$ cat config.mk
export PLATFORM = sky130hd
export DESIGN_NAME = output_compare_channel
export DESIGN_NICKNAME = d
export VERILOG_FILES = /design/src/design/output_compare_pkg.sv /design/src/design/output_compare_channel.sv
export VERILOG_INCLUDE_DIRS = /design/src /design/src/design
export SDC_FILE = /design/constraint.sdc
export NUM_CORES = 1
export LEC_CHECK = 0
export BUFFER_PORTS_ARGS = -buffer_cell sky130_fd_sc_hd__buf_4
export CAP_MARGIN = 30
export CORE_MARGIN = 10
export CORE_UTILIZATION = 49
export DETAILED_ROUTE_END_ITERATION = 10
export GPL_ROUTABILITY_DRIVEN = 0
export PLACE_DENSITY = 0.76
export SETUP_SLACK_MARGIN = 0.15
export SLEW_MARGIN = 5
export SYNTH_ARGS = -nofsm -noshare
export SYNTH_HDL_FRONTEND = slang
export SYNTH_SLANG_ARGS = --single-unit
export TNS_END_PERCENT = 1
$ cat constraint.sdc
create_clock -name clock -period 3.3 [get_ports clock]
set_input_delay 0.165 -clock clock [delete_from_list [all_inputs] [get_ports clock]]
set_output_delay 0.165 -clock clock [all_outputs]
set_load 0.01 [all_outputs]
$ cat src/design/output_compare_params.svh
// Constants for the output compare channel: offsets, fields, codes
`ifndef OUTPUT_COMPARE_PARAMS_SVH
`define OUTPUT_COMPARE_PARAMS_SVH

// ----------------------------------------------------------------
// Register bus geometry
// ----------------------------------------------------------------
`define OCC_ADDR_W       4
`define OCC_DATA_W       16
`define OCC_OFF_CTRL     4'h0
`define OCC_OFF_PRI      4'h4
`define OCC_OFF_SEC      4'h8

// ----------------------------------------------------------------
// Control register fields
// ----------------------------------------------------------------
`define OCC_BIT_HALT     13
`define OCC_BIT_FAULT    4
`define OCC_BIT_TSEL     3
`define OCC_MODE_HI      2
`define OCC_MODE_LO      0

// ----------------------------------------------------------------
// Mode codes
// ----------------------------------------------------------------
`define OCC_MODE_OFF     3'h0
`define OCC_MODE_HSHOT   3'h1
`define OCC_MODE_LSHOT   3'h2
`define OCC_MODE_TOGGLE  3'h3
`define OCC_MODE_DSHOT   3'h4
`define OCC_MODE_PULSE   3'h5
`define OCC_MODE_PWM     3'h6
`define OCC_MODE_PWMF    3'h7

// ----------------------------------------------------------------
// Reset values
// ----------------------------------------------------------------
`define OCC_ZERO16       16'h0000
`define OCC_ZERO3        3'h0

`endif

$ cat src/design/output_compare_pkg.sv
// Types shared by the output compare channel and its users
`include "output_compare_params.svh"

package output_compare_pkg;

    // ------------------------------------------------------------
    // Register bus request from software
    // ------------------------------------------------------------
    typedef struct packed {
        logic [`OCC_ADDR_W-1:0] addr;   // Byte address
        logic [`OCC_DATA_W-1:0] wdata;  // Write data
        logic                   wr;     // Write strobe
        logic                   rd;     // Read strobe
    } bus_req_s;

    // ------------------------------------------------------------
    // Time base inputs
    // ------------------------------------------------------------
    typedef struct packed {
        logic [15:0] first_time_base;   // First timer count
        logic [15:0] second_time_base;  // Second timer count
    } time_base_s;

    // ------------------------------------------------------------
    // Pulse sequencing phase, one-hot
    // ------------------------------------------------------------
    typedef enum logic [2:0] {
        PH_WAIT = 3'h1,                 // Waiting for first match
        PH_HIGH = 3'h2,                 // Pulse is high
        PH_DONE = 3'h4                  // Single shot finished
    } phase_e;

endpackage

$ cat src/design/output_compare_channel.sv
// Output compare channel with one-shot, toggle, pulse and PWM modes
`include "output_compare_params.svh"

module output_compare_channel (
    input  wire logic                          clock,
    input  wire logic                          rst,
    input  wire output_compare_pkg::bus_req_s  bus_req,
    output logic [`OCC_DATA_W-1:0]             bus_rdata,
    input  wire output_compare_pkg::time_base_s time_base,
    input  wire logic                          cpu_idle,
    input  wire logic                          compare_fault_input,
    input  wire logic                          port_latch_level,
    output logic                               compare_output_pin,
    output logic                               compare_event
);

    // ------------------------------------------------------------
    // State record
    // ------------------------------------------------------------
    typedef struct packed {
        logic                        halt_when_idle;   // Stop in idle
        logic                        time_base_select; // Timer choice
        logic [2:0]                  channel_mode_field;
        logic [15:0]                 primary_compare_value;
        logic [15:0]                 secondary_compare_value;
        logic                        level;            // Channel level
        logic                        pwm_fault_status; // Fault flag
        logic                        fault_prev;       // Last fault in
        output_compare_pkg::phase_e  phase;            // Pulse phase
        logic                        pin;              // Pin register
        logic                        event_pulse;      // Edge event
        logic [`OCC_DATA_W-1:0]      rdata;            // Read data
    } state_s;

    state_s q;                        // Registered state
    state_s d;                        // Next state

    // ------------------------------------------------------------
    // Helpers
    // ------------------------------------------------------------
    // Level that a mode takes on entry
    function automatic logic entry_level(
        input logic [2:0]  mode,
        input logic        cur,
        input logic [15:0] duty
    );
        logic lvl;
        lvl = 1'b0;
        unique case (mode)
            `OCC_MODE_LSHOT:  lvl = 1'b1;
            `OCC_MODE_TOGGLE: lvl = cur;
            `OCC_MODE_PWM,
            `OCC_MODE_PWMF:   lvl = (duty != `OCC_ZERO16);
            default:          lvl = 1'b0;
        endcase
        return lvl;
    endfunction

    // Whether an output edge raises the channel event
    function automatic logic edge_event(
        input logic [2:0] mode,
        input logic       old_lvl,
        input logic       new_lvl
    );
        logic rise;
        logic fall;
        logic ev;
        rise = ~old_lvl & new_lvl;
        fall = old_lvl & ~new_lvl;
        ev   = 1'b0;
        unique case (mode)
            `OCC_MODE_HSHOT:  ev = rise;
            `OCC_MODE_LSHOT:  ev = fall;
            `OCC_MODE_TOGGLE: ev = rise | fall;
            `OCC_MODE_DSHOT,
            `OCC_MODE_PULSE:  ev = fall;
            default:          ev = 1'b0;
        endcase
        return ev;
    endfunction

    // Control register image with unused bits as zero
    function automatic logic [`OCC_DATA_W-1:0] ctrl_image(
        input state_s s
    );
        logic [`OCC_DATA_W-1:0] img;
        img = `OCC_ZERO16;
        img[`OCC_BIT_HALT]  = s.halt_when_idle;
        img[`OCC_BIT_FAULT] = s.pwm_fault_status;
        img[`OCC_BIT_TSEL]  = s.time_base_select;
        img[`OCC_MODE_HI:`OCC_MODE_LO] = s.channel_mode_field;
        return img;
    endfunction

    // ------------------------------------------------------------
    // Decoded conditions
    // ------------------------------------------------------------
    logic [15:0] timer;               // Selected time base count
    logic        halted;              // Channel frozen by idle
    logic        ctrl_wr;             // Control register write
    logic        match_pri;           // Timer equals primary
    logic        match_sec;           // Timer equals secondary
    logic        period_start;        // Timer at zero
    logic        fault_on;            // Fault input asserted (low)
    logic        fault_fall;          // Fault input falling edge

    // Time base choice and compare decode
    always_comb begin
        timer = q.time_base_select ? time_base.second_time_base
                                   : time_base.first_time_base;
        halted       = q.halt_when_idle & cpu_idle;
        ctrl_wr      = bus_req.wr & (bus_req.addr == `OCC_OFF_CTRL);
        match_pri    = (timer == q.primary_compare_value);
        match_sec    = (timer == q.secondary_compare_value);
        period_start = (timer == `OCC_ZERO16);
        fault_on     = ~compare_fault_input;
        fault_fall   = q.fault_prev & ~compare_fault_input;
    end

    // ------------------------------------------------------------
    // Next state
    // ------------------------------------------------------------
    always_comb begin
        d             = q;
        d.event_pulse = 1'b0;
        d.rdata       = `OCC_ZERO16;
        d.fault_prev  = compare_fault_input;

        // Register writes; unused control bits are dropped
        if (bus_req.wr) begin
            unique case (bus_req.addr)
                `OCC_OFF_CTRL: begin
                    d.halt_when_idle   = bus_req.wdata[`OCC_BIT_HALT];
                    d.time_base_select = bus_req.wdata[`OCC_BIT_TSEL];
                    d.channel_mode_field =
                        bus_req.wdata[`OCC_MODE_HI:`OCC_MODE_LO];
                end
                `OCC_OFF_PRI: begin
                    d.primary_compare_value = bus_req.wdata;
                end
                `OCC_OFF_SEC: begin
                    d.secondary_compare_value = bus_req.wdata;
                end
                default: begin
                    // Unmapped address: write ignored
                end
            endcase
        end

        if (ctrl_wr &&
            (d.channel_mode_field != q.channel_mode_field)) begin
            d.level = entry_level(d.channel_mode_field, q.level,
                                  q.primary_compare_value);
            d.phase = output_compare_pkg::PH_WAIT;
        end else if (!ctrl_wr && !halted) begin
            unique case (q.channel_mode_field)
                `OCC_MODE_HSHOT: begin
                    if (match_pri) begin
                        d.level = 1'b1;
                    end
                end
                `OCC_MODE_LSHOT: begin
                    if (match_pri) begin
                        d.level = 1'b0;
                    end
                end
                `OCC_MODE_TOGGLE: begin
                    if (match_pri) begin
                        d.level = ~q.level;
                    end
                end
                `OCC_MODE_DSHOT,
                `OCC_MODE_PULSE: begin
                    unique case (q.phase)
                        output_compare_pkg::PH_WAIT: begin
                            if (match_pri) begin
                                d.level = 1'b1;
                                d.phase = output_compare_pkg::PH_HIGH;
                            end
                        end
                        output_compare_pkg::PH_HIGH: begin
                            if (match_sec) begin
                                d.level = 1'b0;
                                d.phase = (q.channel_mode_field ==
                                           `OCC_MODE_DSHOT)
                                        ? output_compare_pkg::PH_DONE
                                        : output_compare_pkg::PH_WAIT;
                            end
                        end
                        output_compare_pkg::PH_DONE: begin
                            // Shot finished, hold low
                        end
                    endcase
                end
                `OCC_MODE_PWM: begin
                    if (period_start) begin
                        d.primary_compare_value =
                            q.secondary_compare_value;
                        d.level = (q.secondary_compare_value !=
                                   `OCC_ZERO16);
                    end else if (match_pri) begin
                        d.level = 1'b0;
                    end
                end
                `OCC_MODE_PWMF: begin
                    if (fault_on) begin
                        d.pwm_fault_status = 1'b1;
                        d.level            = 1'b0;
                    end else if (period_start) begin
                        // Fault gone: resume and clear flag
                        d.pwm_fault_status = 1'b0;
                        d.primary_compare_value =
                            q.secondary_compare_value;
                        d.level = (q.secondary_compare_value !=
                                   `OCC_ZERO16);
                    end else if (match_pri && !q.pwm_fault_status) begin
                        d.level = 1'b0;
                    end
                    if (fault_fall) begin
                        d.event_pulse = 1'b1;
                    end
                end
                default: begin
                    // Disabled: nothing runs
                end
            endcase
            if (edge_event(q.channel_mode_field, q.level, d.level)) begin
                d.event_pulse = 1'b1;
            end
        end

        d.pin = (d.channel_mode_field == `OCC_MODE_OFF)
              ? port_latch_level : d.level;

        // Register reads, answered in the next cycle
        if (bus_req.rd) begin
            unique case (bus_req.addr)
                `OCC_OFF_CTRL: d.rdata = ctrl_image(q);
                `OCC_OFF_PRI:  d.rdata = q.primary_compare_value;
                `OCC_OFF_SEC:  d.rdata = q.secondary_compare_value;
                default:       d.rdata = `OCC_ZERO16;
            endcase
        end
    end

    // ------------------------------------------------------------
    // State register
    // ------------------------------------------------------------
    always_ff @(posedge clock) begin
        if (rst) begin
            q.halt_when_idle          <= 1'b0;
            q.time_base_select        <= 1'b0;
            q.channel_mode_field      <= `OCC_ZERO3;
            q.primary_compare_value   <= `OCC_ZERO16;
            q.secondary_compare_value <= `OCC_ZERO16;
            q.level                   <= 1'b0;
            q.pwm_fault_status        <= 1'b0;
            q.fault_prev              <= 1'b1;
            q.phase                   <= output_compare_pkg::PH_WAIT;
            q.pin                     <= 1'b0;
            q.event_pulse             <= 1'b0;
            q.rdata                   <= `OCC_ZERO16;
        end else begin
            q <= d;
        end
    end

    // Outputs straight from the state register
    assign bus_rdata          = q.rdata;
    assign compare_output_pin = q.pin;
    assign compare_event      = q.event_pulse;

    // ------------------------------------------------------------
    // Checks
    // ------------------------------------------------------------
    logic running;                    // Mode logic active this cycle
    assign running = !ctrl_wr && !halted;
endmodule

* Yosys cells after proc, flatten, opt, wreduce, memory -nomap -nowiden
Index checks and enable logic that the tools add are counted.
W data, S select, Z words.
** Word-level totals
- Output and inout port bits :: 18
- Memory bits (writable) :: 0
- Memory bits (read-only) :: 0
- Word-level logic and storage cells :: 106
- Memories kept :: 0
- Bits in latches :: 0
- Register bits :: 61
** Operators by class
- Shift operators :: 0
- Div/mod/pow operators :: 0
- Eq/ne operators :: 21
- Magnitude comparators :: 0
- Multiply operators :: 0
- Reduce and logical (&&, ||, !) cells :: 22
- Mux-type cells :: 39
- $add $sub $neg :: 0
- Bitwise gates (word level) :: 12
** Operator list (count)
- $mux W16 :: 7
- $pmux W16 S3 :: 1
- $mux W35 :: 1
- $eq A16 B16 Y1 :: 2
- $pmux W16 S2 :: 1
- $reduce_bool A16 Y1 :: 2
- $eq A3 B3 Y1 const B :: 6
- $mux W1 :: 18
- $logic_not A16 Y1 :: 1
- $eq A3 B2 Y1 const B :: 5
- $mux W3 :: 4
- $reduce_or A2 Y1 :: 4
- $eq A3 B1 Y1 const B :: 2
- $not A1 Y1 :: 6
- $pmux W1 S3 :: 2
- $pmux W1 S6 :: 1
- $pmux W3 S2 :: 1
- $reduce_or A3 Y1 :: 2
- $and A1 B1 Y1 :: 5
- $reduce_and A5 Y1 :: 1
- $eq A4 B3 Y1 const B :: 1
- $eq A4 B4 Y1 const B :: 1
- $logic_not A4 Y1 :: 1
- $mux W2 :: 2
- 11 further kinds :: 17

* Depth between registers and ports, before layout
Gate-level depths: netlist (run 1).
- Depth after elaboration :: 16
- Depth in mapped cells :: 19

* Worst setup path before layout (run 1)
Ideal clock, no wire load.
- Kind :: register to register
- From :: register q[59] (netlist name)
- To :: register q, in the netlist compare_event
- Clock period less this slack :: 3.221 ns
- Arrival :: 3.090 ns
- Buffers on the path :: 2
- Library setup time :: 0.131 ns
- Data required time :: 3.169 ns
- Cell stages (with the launch flop) :: 20
- Path slack :: 0.079 ns
- Path through :: dfxtp_1 -> buf_6 -> buf_12 -> mux2i_2 -> xnor2_1 -> nor4_2 -> nand4_1 -> ha_1 -> mux2i_1 -> nor2_1 -> mux2i_1 -> o211ai_1 -> a21oi_1 -> nand2_1 -> o21a_1 -> ha_1 -> o21ai_0 -> a22o_1 -> nand3_1 -> o41ai_2
** Between the ends
- Cells in the longest elaborated chain, start to end :: 16
- Elaborated cells on any way between the ends :: 25
- Those cells by class :: eq/ne: 2; mux: 17; bitwise: 4; reduce/logical: 2
** RTL lines
- start: declaration :: line output_compare_channel.sv:35 : state_s q;
- $mux W16 (*) :: line output_compare_channel.sv:109 : timer = q.time_base_select ? time_base.second_time_base
- $eq A16 B16 Y1 :: line output_compare_channel.sv:113 : match_pri = (timer == q.primary_compare_value);
- $logic_and A1 B1 Y1 :: line output_compare_channel.sv:216 : end else if (match_pri && !q.pwm_fault_status) begin
- $mux W1 :: line output_compare_channel.sv:216
- $mux W1 :: line output_compare_channel.sv:209 : end else if (period_start) begin
- $mux W2 :: line output_compare_channel.sv:206 : if (fault_on) begin
- $pmux W1 S6 (*) :: line output_compare_channel.sv:156 : unique case (q.channel_mode_field)
- $mux W1 (*) :: line output_compare_channel.sv:155 : end else if (!ctrl_wr && !halted) begin
- $mux W1 (*) :: line output_compare_channel.sv:150 : if (ctrl_wr &&
- $not A1 Y1 :: line output_compare_channel.sv:69 : fall = old_lvl & ~new_lvl;
- $and A1 B1 Y1 :: line output_compare_channel.sv:69
- $or A1 B1 Y1 :: line output_compare_channel.sv:74 : `OCC_MODE_TOGGLE: ev = rise | fall;
- $pmux W1 S3 (*) :: line output_compare_channel.sv:71 : unique case (mode)
- $mux W1 (*) :: line output_compare_channel.sv:155
- $mux W1 (*) :: line output_compare_channel.sv:150
- $mux W1 (*) :: line output_compare_channel.sv:227 : if (edge_event(q.channel_mode_field, q.level, d.level)) begin
Every way passes the cells marked *; elsewhere a longest branch is shown, timed or not. The select of a mux whose other input is x is not followed.
A chain may end at the register's enable or synchronous reset.

* Worst setup path in the final report (run 1)
- From :: register q[59] (netlist name)
- To :: register q, in the netlist compare_output_pin
** Between the ends
- Cells in the longest elaborated chain, start to end :: 12
- Elaborated cells on any way between the ends :: 20
- Those cells by class :: eq/ne: 2; mux: 16; reduce/logical: 2
** RTL lines
- $mux W16 (*) :: line output_compare_channel.sv:109
- $eq A16 B16 Y1 :: line output_compare_channel.sv:113
- $logic_and A1 B1 Y1 :: line output_compare_channel.sv:216
- $mux W1 :: line output_compare_channel.sv:216
- $mux W1 :: line output_compare_channel.sv:209
- $mux W2 :: line output_compare_channel.sv:206
- $pmux W1 S6 (*) :: line output_compare_channel.sv:156
- $mux W1 (*) :: line output_compare_channel.sv:155
- $mux W1 (*) :: line output_compare_channel.sv:150
- $mux W2 (*) :: line output_compare_channel.sv:155
- $mux W1 (*) :: line output_compare_channel.sv:150
- $mux W1 (*) :: line output_compare_channel.sv:232 : d.pin = (d.channel_mode_field == `OCC_MODE_OFF)
Marked as above.

==> flow_summary.toml, run 1 <==
[status]
status = "complete, but fails checks"
violations = "setup timing"

[critical_path]
worst-endpoint-required_ns = 3.53
crit_path_max_fanout = 6
criticalPathCategory = "flop to flop"
cp-start-kind = "flop"
end_kind = "flop"
critPathArrivalTime_ns = 3.83

[power_and_ir_drop]
p_comb_frac = 0.137
pwr-share-seq = 0.446
power_frac_clock = 0.417
p_int_mw = 1.274
p_total_mw = 1.690
p_leak_nw = 1.724
power.density_nw_per_um2 = 363.2
swShare = 0.2466
peakVddDrop_mv = 0.2607
switching_power_mw = 0.4169

[global_route]
grt.busiest_layer = "met2"
grt.overflow.total = 0
grtUsageTotal = 0.2058
use_met3 = 0.06516
grt_pass1_wl_um = 18840
use_met1 = 0.2757
antenna_found_initial = 0
grt_max_degree = 48
grtUsageMet2 = 0.2996
grt_pass1_vias = 3621

[cts]
insertion_delay_ns = 0.34
cts_made_buffers = 9
h-tree-depth = 3
clk_path_buf_depth = 2
path_clk_slew_ns = 0.07
cts.sinks = 61
root_buffer = "clkbuf_8"
tritoncts = "yes"

[die]
start_util = 0.4964
rows = 31
io_pins = 77
die_h_um = 105.3
design.die.area_um2 = 11080
die_x_um = 105.3
core_um2 = 7176

[cells_and_area]
syn2layout_area_growth_pct = 30.66
final_area_um2 = 4654
mostFrequentLayoutCell = "buf_4"
antenna_cells = 0
finalCoreUtilization = 0.6486
drive_gt1_frac = 0.3025
final_cell_mix = "117 x buf_4, 73 x nand2_1, 60 x dfxtp_1"
finalNonFillerCells = 628
final_net_count = 586

[placed_design]
io_buffers = 76
dp_hpwl_um = 8359
place_area_um2 = 4248
dp.cells = 599
place_ws_ns = -0.2245

[timing]
slew_viol_final = 0
finalHoldViolCount = 0
slew_headroom = 0.3863
hold_ws_ns = 0.03895
setup_ws_ns = -0.2988
fmax_mhz = 277.9
setup-violations-final = 3
fin_crit_sh = 1.091
worst_pin_slew_ns = 0.9200
setup_tns_ns = -0.7226
min_period_ns = 3.599
clock_skew_ns = 0.009349
rsz0062_at_grt = "yes"

[synth]
syn_avg_cell_area_um2 = 8.189
synth-seq-cells = 61
synth_flop_cell = "dfxtp_1"
yosysTopAreaCell = "dfxtp_1"
synth_nets = 497
yosysWarnings = 0
seq_area_frac_synth = 0.3428
synth_edf_count = 0
synth_area_leaders = "dfxtp_1 34%, xnor2_1 7.9%, nand2_1 7.7%"
yosys.area.top_type_share = 0.3428
synth_cells = 435
synthArstFlopShare = 0
syn_area_um2 = 3562
synth.distinct_cells = 52

[min_path]
hp-class = "input port to flop"

[flow_run]
cap_violations = 0

[drt]
vias = 3778
routed_wl_um = 11800
first_iter_violations = 459
dr.pass1.iters = 7
routedWlPerCell_um = 18.80
vias_per_cell = 6.016
drc = 0
ant_nets = 0
==> final cells by class <==
type                       instances  area [um^2]
inverter                           1        3.754
sequential                        61         1225
clock inverter                     3        42.54
tap                               99        123.9
multi-input combinational        331         2172
clock buffer                      13        168.9
timing repair buffer             120        918.4
fill                             571         2521
==> worst max-delay path: stages, from the launching register on <==
cell and delay [ns]:
dfxtp_4 0.39, buf_12 0.15, mux2i_4 0.25, xnor2_1 0.09
nor4_1 0.31, nand4_1 0.24, ha_1 0.33, mux2i_1 0.16
nor2_1 0.07, mux2i_1 0.15, o211ai_1 0.12, a21oi_1 0.20
buf_4 0.14, buf_4 0.10, buf_4 0.10, buf_4 0.09
buf_4 0.09, buf_4 0.09, nand3_1 0.12, a211o_1 0.28
==> Yosys cell counts (2+ instances only) <==
master     n
nor4b_1    4
mux2i_1   12
nor2b_1    3
a222oi_1   6
nand4_1    6
dfxtp_1   61
clkbuf_1  20
nor3_1     6
and2_0     2
nor4_2     2
o21ai_0    7
nand3_1   21
nand2b_1   3
a21oi_1   26
a22oi_1   11
nand2_1   73
mux2i_2    7
a311oi_1  16
buf_4     17
buf_2      2
a21o_1     2
or2_2      2
nand4b_1   3
nor4_1    16
nor3b_1    2
xnor2_1   32
ha_1       3
xor2_1     2
o211ai_1   2
nor2_1    44
==> power groups by stage <==
stage / Combinational (mW) / Sequential [mW] / Clock (mW)
2_1_floorplan: 0.0983 / 0.768 / 0
3_3_place_gp: 0.204 / 0.771 / 0
3_5_place_dp: 0.209 / 0.771 / 0
4_1_cts: 0.224 / 0.754 / 0.711
5_1_grt: 0.248 / 0.755 / 0.742
6_report: 0.231 / 0.754 / 0.705
==> what timing repair did <==
item | in CTS | in global routing
buffers inserted | 10 | 1
resized for setup | 18 | 3
cloned | 2 | 0
setup endpoints to repair | 1 | 3
pin swaps | 9 | 9
hold buffers | 0 | 0
==> kinds of logic (layout without fill, tap and decap cells) <==
kind of cell,count (synthesis),after routing,share of synthesized area
simple gates,195,195,0.2652
xor+xnor,34,34,0.08360
flops,61,61,0.3428
mux,20,20,0.06393
compound gates,79,79,0.1633
fa+ha+maj,3,3,0.01054
buf+inv,43,137,0.07060
==> registers in the layout (all words and copies together), names as in the netlist <==
signal and count:
compare_output_pin 1, q 43, bus_rdata 16, compare_event 1
==> layer usage <==
layer,wire length (um),part of all wire
met1,4967,0.42
met4,292,0.025
met5,0,0
met2,5157,0.44
met3,1387,0.12
==> final timing paths <==
check	from	endpoint	slack, ns	cells past startpoint
max	q[59]	compare_output_pin	-0.30	19
min	compare_fault_input	q[21]	0.04	2
min reg2reg	q[20]	q[20]	0.49	2
max reg2reg	q[59]	compare_output_pin	-0.30	19
No activity file was read; power rests on OpenSTA's default activity.
==> inputs of run 2 (changes only) <==
--- a/config.mk
+++ b/config.mk
@@ -8,7 +8,7 @@
 export LEC_CHECK = 0
 export BUFFER_PORTS_ARGS = -buffer_cell sky130_fd_sc_hd__buf_4
 export CAP_MARGIN = 30
-export CORE_MARGIN = 10
+export CORE_MARGIN = 8
 export CORE_UTILIZATION = 49
 export DETAILED_ROUTE_END_ITERATION = 10
 export GPL_ROUTABILITY_DRIVEN = 0
==> flow_summary.toml, run 2 (synthesis gave the netlist of run 1 again) <==
[timing]
rsz0062_at_grt = "yes"
clock_skew_ns = 0.01264
worst_pin_slew_ns = 0.9516
finalHoldViolCount = 0
hold_ws_ns = 0.02748
setup-violations-final = 3
setup_ws_ns = -0.1936
fmax_mhz = 286.2
min_period_ns = 3.494
fin_crit_sh = 1.059
slew_viol_final = 0
slew_headroom = 0.3652
setup_tns_ns = -0.3783

[drt]
vias = 3709
vias_per_cell = 5.973
first_iter_violations = 483
drc = 0
routed_wl_um = 11520
dr.pass1.iters = 7
ant_nets = 0
routedWlPerCell_um = 18.54

[die]
die_x_um = 101.3
rows = 31
core_um2 = 7137
die_h_um = 101.3
start_util = 0.4991
io_pins = 77
design.die.area_um2 = 10250

[status]
status = "complete, but fails checks"
violations = "setup timing"

[power_and_ir_drop]
p_total_mw = 1.799
peakVddDrop_mv = 0.2525
power.density_nw_per_um2 = 381.7
p_leak_nw = 1.727

[cells_and_area]
antenna_cells = 0
multi_input_area_um2 = 2217
largest_register_ffs = 43
largest-register = "q"
fillers = 593
syn2layout_area_growth_pct = 32.28
final_net_count = 579
final_cell_mix = "110 x buf_4, 73 x nand2_1, 60 x dfxtp_1"
drive_gt1_frac = 0.3008
mostFrequentLayoutCell = "buf_4"
seq_area_um2 = 1225
finalNonFillerCells = 621

[placed_design]
place_ws_ns = -0.2390
dp.cells = 598
dp_hpwl_um = 8197
io_buffers = 76

[critical_path]
r2r_end = "compare_event"
rr_worst_depth = 18
r2r_slack_ns = -0.19
crit_path_max_fanout = 5
critPathArrivalTime_ns = 3.72
rr_startpoint = "q[59]"
criticalPathCategory = "flop to flop"
worst-endpoint-required_ns = 3.52
end_kind = "flop"
cp-start-kind = "flop"

[min_path]
hp-class = "input port to flop"
hold_start = "compare_fault_input"
worstHoldEndpoint = "q[21]"
whs_path_depth = 2

[cts]
insertion_delay_ns = 0.34
cts_hold_buf = 0
clk_path_buf_depth = 2
cts_made_buffers = 9
root_buffer = "clkbuf_8"
tritoncts = "yes"
h-tree-depth = 3
path_clk_slew_ns = 0.07
cts.sinks = 61

[global_route]
grt.overflow.total = 0
grtUsageTotal = 0.2178
grt_pass1_vias = 3434
grtUsageMet2 = 0.3214
use_met3 = 0.05292
grt_max_degree = 48
antenna_found_initial = 0
use_met1 = 0.2947
grt.busiest_layer = "met2"
grt_pass1_wl_um = 17570

[flow_run]
cap_violations = 0
run 2: metrics by stage:
step	util	instance area, um^2
6_report	0.6602	4712
5_1_grt	0.6602	4712
4_1_cts	0.6485	4628
3_5_place_dp	0.5959	4253
3_3_place_gp	0.5959	4253
2_1_floorplan	-	3562
run 2: layout make-up:
cell class / instances / area share
Clock buffer: 13 / 0.03797
Timing Repair Buffer: 113 / 0.1907
Clock inverter: 3 / 0.01381
Sequential cell: 61 / 0.2600
Tap cell: 99 / 0.02629
Multi-Input combinational cell: 331 / 0.4705
Inverter: 1 / 0.0007966
run 2: per-layer routing:
| metal | part of all wire | vias up |
|---|---|---|
| li1 | - | 1723 |
| met1 | 0.42 | 1730 |
| met2 | 0.44 | 228 |
| met3 | 0.12 | 28 |
| met4 | 0.024 | 0 |
| met5 | 0 | - |
run 2: worst max path at each step:
| stage | from | endpoint | slack, ns | depth (start not counted) |
|---|---|---|---|---|
| detailed placement | q[59] | compare_event | -0.24 | 18 |
| floorplan | q[59] | compare_event | 0.09 | 19 |
| CTS | q[59] | compare_event | -0.14 | 18 |
| global placement | q[59] | compare_event | -0.05 | 18 |
| finish | q[59] | compare_event | -0.19 | 18 |
| global route | q[59] | compare_event | -0.38 | 18 |
run 2: repair_timing:
item	4_1_cts	5_1_grt
gates cloned	1	1
setup endpoints to repair	1	3
pin swaps	1	8
setup buffers	5	0
resized for setup	13	10
run 2: critical path, cell delays in order, from the launching register on:
cell       delay, ns
dfxtp_4         0.42
clkbuf_16       0.19
mux2i_4         0.26
xnor2_1         0.10
nor4_1          0.29
nand4_1         0.22
ha_1            0.35
mux2i_1         0.15
nor2_1          0.06
mux2i_1         0.14
o211ai_1        0.13
a21oi_2         0.15
nand2_1         0.08
o21a_1          0.12
ha_1            0.26
o21ai_1         0.06
a22o_1          0.21
nand3_1         0.09
o41ai_2         0.07
run 2: report_power, final:
part | switching, mW | internal [mW]
Sequential | 0.0116 | 0.743
Combinational | 0.111 | 0.121
Clock | 0.305 | 0.507
